**src/core/pcc_map.svh**
```systemverilog
/*
  Offsets, field positions and fixed values of the configuration header.
  Assumes inclusion by bare name from pcc_cfg_qual and pcc_config_header.
*/
`ifndef PCC_MAP_SVH
`define PCC_MAP_SVH
// ==========================================================
// Offsets (byte addresses of configuration doublewords)
`define PCC_OFF_IDENT 6'h00
`define PCC_OFF_CMDSTAT 6'h04
// ==========================================================
// Command field positions
`define PCC_B_IO 0
`define PCC_B_MEM 1
`define PCC_B_MST 2
`define PCC_B_SPC 3
`define PCC_B_MWI 4
`define PCC_B_VGA 5
`define PCC_B_PER 6
`define PCC_B_STP 7
`define PCC_B_SER 8
`define PCC_B_FBI 9
// ==========================================================
// Status field positions
`define PCC_B_HSC 21
`define PCC_B_FBT 23
`define PCC_B_DPR 24
`define PCC_B_TSL 25
`define PCC_B_TAS 27
`define PCC_B_TAR 28
`define PCC_B_MAR 29
`define PCC_B_SES 30
`define PCC_B_PED 31
// ==========================================================
// Fixed values
`define PCC_SEL_MEDIUM 2'h1
`define PCC_CMD_WMASK 16'h0146
`define PCC_ZERO32 32'h0000_0000
// Arbitrary neutral identity values
`define PCC_MAKER_CODE 16'h1234
`define PCC_PART_CODE 16'h5678
`endif

```
**src/core/pcc_pkg.sv**
```systemverilog
/*
  Types for the configuration header block.
  Assumes pcc_map.svh is on the include path.
*/
package pcc_pkg;
  // ==========================================================
  // Carriers
  typedef struct packed {
    logic target_abort_signalled;
    logic target_abort_received;
    logic master_abort_received;
    logic system_error_signalled;
    logic parity_error_detected;
    logic initiator_parity_error_detected;
  } pcc_evt_t;

  typedef struct packed {
    logic memory_space_enable;
    logic bus_master_enable;
    logic parity_response_enable;
    logic system_error_enable;
  } pcc_cmd_t;

  typedef struct packed {
    logic valid;
    logic write;
    logic [5:0] offset;
    logic [3:0] byte_en_n;
    logic [31:0] wdata;
  } pcc_req_t;
endpackage

```
**src/core/pcc_cfg_qual.sv**
```systemverilog
/*
  Qualifies a configuration access from the host bus interface.
  Assumes the request arrives synchronous with clk_i as one-cycle strobes.
*/
`timescale 1ns/100ps
`include "pcc_map.svh"
module pcc_cfg_qual
  import pcc_pkg::*;
(
  input wire logic cfg_cycle_i,
  input wire logic idsel_i,
  input wire pcc_req_t req_i,
  output pcc_req_t req_o
);
  // ==========================================================
  // Gate
  always_comb begin
    req_o = req_i;
    // Only an addressed configuration cycle is taken
    req_o.valid = req_i.valid & cfg_cycle_i & idsel_i;
  end
endmodule // pcc_cfg_qual

```
**src/core/pcc_status_flag.sv**
```systemverilog
/*
  One sticky status flag, write-one-to-clear.
  Assumes set and clear are one-cycle pulses on clk_i.
*/
`timescale 1ns/100ps
module pcc_status_flag (
  input wire logic clk_i,
  input wire logic rst_i,
  input wire logic set_i,
  input wire logic clr_i,
  output logic flag_o
);
  logic flag_ff;
  logic nxt_flag;
  // ==========================================================
  // Flag
  always_comb begin
    // Set beats clear; a write can never set
    nxt_flag = set_i | (flag_ff & ~clr_i);
  end
  always_ff @(posedge clk_i or posedge rst_i) begin
    if (rst_i) begin
      flag_ff <= 1'b0;
    end else begin
      flag_ff <= nxt_flag;
    end
  end
  assign flag_o = flag_ff;
endmodule // pcc_status_flag

```
**src/core/pcc_config_header.sv**
```systemverilog
/*
  Configuration header: identity and command/status registers.
  Assumes a host bus interface presents qualified configuration strobes
  and reports bus events as one-cycle pulses on clk_i.
*/
`timescale 1ns/100ps
`include "pcc_map.svh"
module pcc_config_header
  import pcc_pkg::*;
#(
  parameter logic [15:0] MAKER_CODE = `PCC_MAKER_CODE,
  parameter logic [15:0] PART_CODE = `PCC_PART_CODE
) (
  input wire logic clk_i,
  input wire logic rst_i,
  input wire logic cfg_cycle_i,
  input wire logic idsel_i,
  input wire pcc_req_t req_i,
  input wire pcc_evt_t evt_i,
  input wire logic data_parity_error_detected_i,
  input wire logic addr_parity_error_detected_i,
  input wire logic mem_cycle_i,
  input wire logic io_cycle_i,
  input wire logic master_want_i,
  output logic [31:0] rdata_o,
  output logic rvalid_o,
  output logic mem_claim_o,
  output logic io_claim_o,
  output logic master_req_o,
  output logic parity_error_detected_drive_o,
  output logic system_error_signalled_drive_o,
  output pcc_cmd_t cmd_o
);
  // ==========================================================
  // State
  typedef struct packed {
    pcc_cmd_t cmd;
    logic [31:0] rdata;
    logic rvalid;
  } pcc_state_t;

  pcc_state_t st_ff;
  pcc_state_t nxt_st;
  pcc_req_t q_req;
  logic [5:0] flags;
  logic [5:0] flag_set;
  logic [5:0] flag_clr;
  logic wr_cs;
  logic system_error_signalled_evt;

  function automatic logic hit(input logic [5:0] off, input logic [5:0] a);
    hit = (off == a);
  endfunction

  // ==========================================================
  // Access qualification
  pcc_cfg_qual u_qual (
    .cfg_cycle_i(cfg_cycle_i),
    .idsel_i(idsel_i),
    .req_i(req_i),
    .req_o(q_req)
  );

  // All byte enables negated means no write; a read is still answered
  assign wr_cs = q_req.valid & q_req.write & ~&q_req.byte_en_n &
                 hit(q_req.offset, `PCC_OFF_CMDSTAT);

  // ==========================================================
  // Bus-side gating
  assign io_claim_o = 1'b0;
  assign mem_claim_o = mem_cycle_i & st_ff.cmd.memory_space_enable;
  assign master_req_o = master_want_i & st_ff.cmd.bus_master_enable;
  assign parity_error_detected_drive_o = data_parity_error_detected_i & st_ff.cmd.parity_response_enable;
  // Address parity needs both enables
  assign system_error_signalled_drive_o = addr_parity_error_detected_i & st_ff.cmd.system_error_enable &
                        st_ff.cmd.parity_response_enable;
  assign system_error_signalled_evt = system_error_signalled_drive_o | evt_i.system_error_signalled;

  // ==========================================================
  // Status flags, order matches bits 24 and 27..31
  assign flag_set = {evt_i.parity_error_detected | data_parity_error_detected_i |
                     addr_parity_error_detected_i,
                     system_error_signalled_evt,
                     evt_i.master_abort_received,
                     evt_i.target_abort_received,
                     evt_i.target_abort_signalled,
                     evt_i.initiator_parity_error_detected &
                     st_ff.cmd.parity_response_enable};
  assign flag_clr = {q_req.wdata[`PCC_B_PED:`PCC_B_TAS],
                     q_req.wdata[`PCC_B_DPR]} & {6{wr_cs}};

  genvar g;
  generate
    for (g = 0; g < 6; g++) begin : g_flag
      pcc_status_flag u_flag (
        .clk_i(clk_i),
        .rst_i(rst_i),
        .set_i(flag_set[g]),
        .clr_i(flag_clr[g]),
        .flag_o(flags[g])
      );
    end
  endgenerate

  // ==========================================================
  // Register logic
  always_comb begin
    nxt_st = st_ff;
    nxt_st.rvalid = 1'b0;
    if (wr_cs) begin
      // Only writable command bits take the data
      nxt_st.cmd.memory_space_enable = q_req.wdata[`PCC_B_MEM];
      nxt_st.cmd.bus_master_enable = q_req.wdata[`PCC_B_MST];
      nxt_st.cmd.parity_response_enable = q_req.wdata[`PCC_B_PER];
      nxt_st.cmd.system_error_enable = q_req.wdata[`PCC_B_SER];
    end
    if (q_req.valid & ~q_req.write) begin
      nxt_st.rvalid = 1'b1;
      nxt_st.rdata = `PCC_ZERO32;
      case (q_req.offset)
        `PCC_OFF_IDENT: begin
          nxt_st.rdata = {PART_CODE, MAKER_CODE};
        end
        `PCC_OFF_CMDSTAT: begin
          nxt_st.rdata[`PCC_B_MEM] = st_ff.cmd.memory_space_enable;
          nxt_st.rdata[`PCC_B_MST] = st_ff.cmd.bus_master_enable;
          nxt_st.rdata[`PCC_B_PER] = st_ff.cmd.parity_response_enable;
          nxt_st.rdata[`PCC_B_SER] = st_ff.cmd.system_error_enable;
          // Bits 0,3,4,5,7,9 stay zero
          nxt_st.rdata[`PCC_B_HSC] = 1'b1;
          nxt_st.rdata[`PCC_B_FBT] = 1'b1;
          nxt_st.rdata[`PCC_B_TSL+1:`PCC_B_TSL] = `PCC_SEL_MEDIUM;
          nxt_st.rdata[`PCC_B_DPR] = flags[0];
          nxt_st.rdata[`PCC_B_PED:`PCC_B_TAS] = flags[5:1];
        end
        default: begin
          nxt_st.rdata = `PCC_ZERO32;
        end
      endcase
    end
  end

  always_ff @(posedge clk_i or posedge rst_i) begin
    if (rst_i) begin
      st_ff <= '0;
    end else begin
      st_ff <= nxt_st;
    end
  end

  assign rdata_o = st_ff.rdata;
  assign rvalid_o = st_ff.rvalid;
  assign cmd_o = st_ff.cmd;
endmodule // pcc_config_header

```
**config.mk**
```make
export PLATFORM = sky130hd
export DESIGN_NAME = pcc_config_header
export DESIGN_NICKNAME = d
export VERILOG_FILES = /design/src/core/pcc_pkg.sv /design/src/core/pcc_cfg_qual.sv /design/src/core/pcc_status_flag.sv /design/src/core/pcc_config_header.sv
export VERILOG_INCLUDE_DIRS = /design/src /design/src/core
export SDC_FILE = /design/constraint.sdc
export NUM_CORES = 1
export LEC_CHECK = 0
export BUFFER_PORTS_ARGS = -buffer_cell sky130_fd_sc_hd__buf_2
export CAP_MARGIN = 25
export CORE_ASPECT_RATIO = 1.2
export CORE_UTILIZATION = 34
export CTS_CLUSTER_SIZE = 16
export DETAILED_ROUTE_END_ITERATION = 7
export MAX_ROUTING_LAYER = met4
export PLACE_DENSITY = 0.79
export REMOVE_ABC_BUFFERS = 1
export SLEW_MARGIN = 20
export SYNTH_ARGS = -nofsm -noshare
export SYNTH_HDL_FRONTEND = slang
export SYNTH_SLANG_ARGS = --single-unit
```
**constraint.sdc**
```tcl
create_clock -name clk_i -period 1.09 [get_ports clk_i]
set_clock_uncertainty 0.15 [all_clocks]
set_input_delay 0.2725 -clock clk_i [delete_from_list [all_inputs] [get_ports clk_i]]
set_output_delay 0.2725 -clock clk_i [all_outputs]
set_load 0.02 [all_outputs]
```
==> results by group <==
Outcome
  • Outcome: complete, but fails checks
  • Failing checks: negative setup slack

Synthesis
  • Synth async-reset ratio: 100%
  • Mapped cell area: approximately 1200 um2
  • Most numerous cell in the Yosys netlist: dfrtp_1
  • EDFF count, synth: 0
  • Cell type contributing the most total cell area after synthesis: dfrtp_1
  • Count of unique library cells instantiated by Yosys: 24
  • Leading post-synthesis cells by cell area: dfrtp_1 52%, buf_4 12%, nand2_1 6.0%, o21ai_0 3.8%, mux2_2 3.8%
  • Share of synthesized area occupied by flip-flops and latches: 52.3%
  • Flip-flop and latch count after synthesis: 25
  • Fraction of post-synthesis cell area in the top cell type by area: 52.3%
  • Most frequent cells after synthesis: 25 x dfrtp_1, 19 x buf_4, 19 x nand2_1, 9 x o21ai_0, 6 x inv_1
  • Syn. warnings: 0
  • Gate count of the mapped netlist: between 100 and 150
  • Post-synth top flop: dfrtp_1
  • Synth Area per Inst: 10.1 um2

Global route
  • Number of global-route vias before repair: between 1000 and 1500
  • Grt ovf: 0
  • Total GRT Usage: between 10% and 20%
  • Global-route wire length before repair: ~5000 um
  • Maximum number of pins on one net before global-route repair: 26
  • Initial antenna violation count: 0

Floorplan
  • Number of rows in the core area: 23
  • # IOs: 101
  • Chip Height: 67.0 um
  • Initial core utilization: around 36%
  • Die X-Extent: 56.1 um
  • Area enclosed by the die boundary: 3760 um2
  • Core ar.: 3340 um2

Timing
  • Least setup slack across all paths after layout: -0.341 ns
  • Final critical path time including I/O delays and setup: around 1.4 ns
  • Fin Setup TNS: -8.31 ns
  • Slew Limit Fails: 0
  • Final setup violation count: 40
  • Fmax: 699 MHz
  • Final critical-path share of the clock period: 131%
  • Total count of hold-check failures in the final report: 0
  • RSZ-0062 raised after global routing: true

Setup path
  • Register-to-register setup slack: -0.10 ns
  • Crit-path most repeated cell: buf_6
  • Top delay family on crit path: simple AND/OR/NAND/NOR gates
  • Worst path max stage delay: 0.30 ns
  • Critical path startpoint: req_i[40]
  • End of the worst register-to-register path: cmd_o[1]$_DFFE_PP0N_
  • Max Fanout on Critical Path: 6
  • Total buffers and inverters traversed by the critical path: 2
  • R2R depth: 3
  • Critical path depth in cells: 6
  • Critical path endpoint category: flip-flop
  • Arrival time of data at the critical path endpoint: 1.43 ns
  • Type of origin of the critical path: input pin
  • Required @ worst endpoint: 1.09 ns
  • Series of cell instances along the critical path: buf_6 -> nor3_4 -> nand3_2 -> nor4b_4 -> buf_6 -> mux2_4
  • Standard cell with the maximum stage delay on the critical path: mux2_4
  • CP Class: in -> reg
  • Startpoint of the lowest-slack register-to-register path: cmd_o[1]$_DFFE_PP0N_

Place
  • Port bufs: 65
  • RD Place Congestion: 0.766
  • Hpwl dp: 2090 um

Route
  • Detail Route Antenna Nets: 0
  • 1st-iter DRT viols: 13
  • Via count: 1138
  • Number of optimization iterations in the first detailed-route pass: 3
  • Remaining DRCs: 0
  • Total length of routed wires: 3080 um
  • Wire length per cell: 12.5 um
  • Detailed-route vias per instance: 4.61

Power
  • Peak supply drop: between 0.0006 and 0.0007 V
  • Areal power density over the cells: around 860 nW/um2
  • Leakage Power: 1.07 nW

CTS
  • Clock transition time at the flip-flop clock pins of the worst setup and hold paths: 0.09 ns
  • Total number of H-tree levels: 1
  • TritonCTS clock tree: built
  • Maximum count of clock buffers along a single path: 2
  • Clock insertion delay at the later pin of the skew report: roughly 0.26 ns
  • Clock buffer count from CTS: 3
  • Root Buffer: clkbuf_8
  • Sinks on the clock net: 25

Finish
  • Final design utilization: 63.1%
  • Ratio of cells with drive above 1 in the final layout: 58.1%
  • Antenna fix cells: 0
  • Post-synthesis to final-layout area growth: 76.0%
  • Net total in the final layout: 270

Hold path
  • Endpoint with the worst hold slack: g_flag[2].u_flag.flag_o$_DFF_PP0_
  • Hold path start: req_i[28]
  • Instance count along the most critical hold path: 2
  • Hold WC Path Type: in -> reg

Flow run
  • Number of violations of the max-capacitance limit: 0
==> how the worst max path moves through the flow <==
stage                                     endpoint
floorplan                     cmd_o[0]$_DFFE_PP0N_
finish                        cmd_o[3]$_DFFE_PP0N_
global placement              cmd_o[3]$_DFFE_PP0N_
detailed placement            cmd_o[0]$_DFFE_PP0N_
CTS                           cmd_o[0]$_DFFE_PP0N_
global route        system_error_signalled_drive_o
==> layer usage <==
layer / GRT usage (%) / up-vias / part of all wire (%)
met4: 3.96 / 0 / 0.78
met5: - / - / 0
met3: 2.91 / 4 / 4.7
li1: - / 549 / -
met2: 32.1 / 46 / 54
met1: 19.8 / 539 / 40
==> kinds of logic (layout without fill, tap and decap cells) <==
group           count (synthesis)  count (layout)  synth area share [%]
compound gates                 21              21                  10.9
buf+inv                        27             107                  14.4
flops                          25              25                  52.3
mux                             4               4                  3.77
other cells                     1              12                 0.314
simple gates                   41              41                  18.3
==> sequential cells by signal (all words and copies together), names as in the netlist <==
signal                count
rvalid_o                  1
rdata_o                  14
g_flag.u_flag.flag_o      6
cmd_o                     4
==> report_power, final <==
part | internal, mW | leakage [nW] | total [mW] | switching [mW]
Sequential | 0.941 | 0.315 | 0.954 | 0.0132
Clock | 0.255 | 0.0255 | 0.547 | 0.292
Combinational | 0.155 | 0.727 | 0.320 | 0.165
Total | 1.35 | 1.07 | 1.82 | 0.470
==> per-stage QoR <==
stage	total power, mW	setup WS, ns	hold slack [ns]	instance area (um2)	std cells
after floorplan	1.08	-0.717	0.150	1090	109
after global placement	1.20	-0.732	0.154	1590	227
after detailed placement	1.21	-0.762	0.162	1590	227
after CTS	1.81	-0.367	0.0221	1970	241
after global routing	1.91	-0.373	0.0337	2110	247
final	1.82	-0.341	0.0385	2110	247
==> cell type report <==
class                   instances  area, um2
clock buffers                   3       41.3
inverters                       6       25.0
repair buffers                 97        807
well taps                      37       46.3
multi-input cells              78        554
fillers                       292       1230
clock inverters                 1       5.00
flip-flops and latches         25        627
==> what timing repair did <==
| action | in CTS | in global routing |
|---|---|---|
| hold buffers | 1 | 0 |
| setup endpoints to repair | 55 | 50 |
| buffers inserted | 9 | 7 |
| pin swaps | 8 | 8 |
| gates resized for setup | 74 | 25 |
| hold endpoints to repair | 25 | 0 |
==> placed cells by master (no fill, tap or decap) <==
cell type and count:
a21o_1 2, a2bb2oi_1 1, a31oi_1 4, a31oi_4 1, and2_1 1, and2_4 2, and3_4 1, and4_1 1
buf_12 1, buf_2 33, buf_4 23, buf_6 39, clkbuf_8 3, clkinv_2 1, conb_1 12, dfrtp_1 24
dfrtp_2 1, dlygate4sd3_1 1, inv_1 5, inv_4 1, mux2_4 4, nand2_1 18, nand2_2 1, nand3_2 1
nand3_4 1, nor2_1 4, nor2_2 1, nor2b_1 2, nor2b_2 1, nor3_1 2, nor3_2 1, nor3_4 1
nor4_1 1, nor4b_4 1, o21ai_0 5, o21ai_1 4, o31ai_1 1, o31ai_4 3, or2_4 1
No activity file was read; power rests on OpenSTA's default activity.
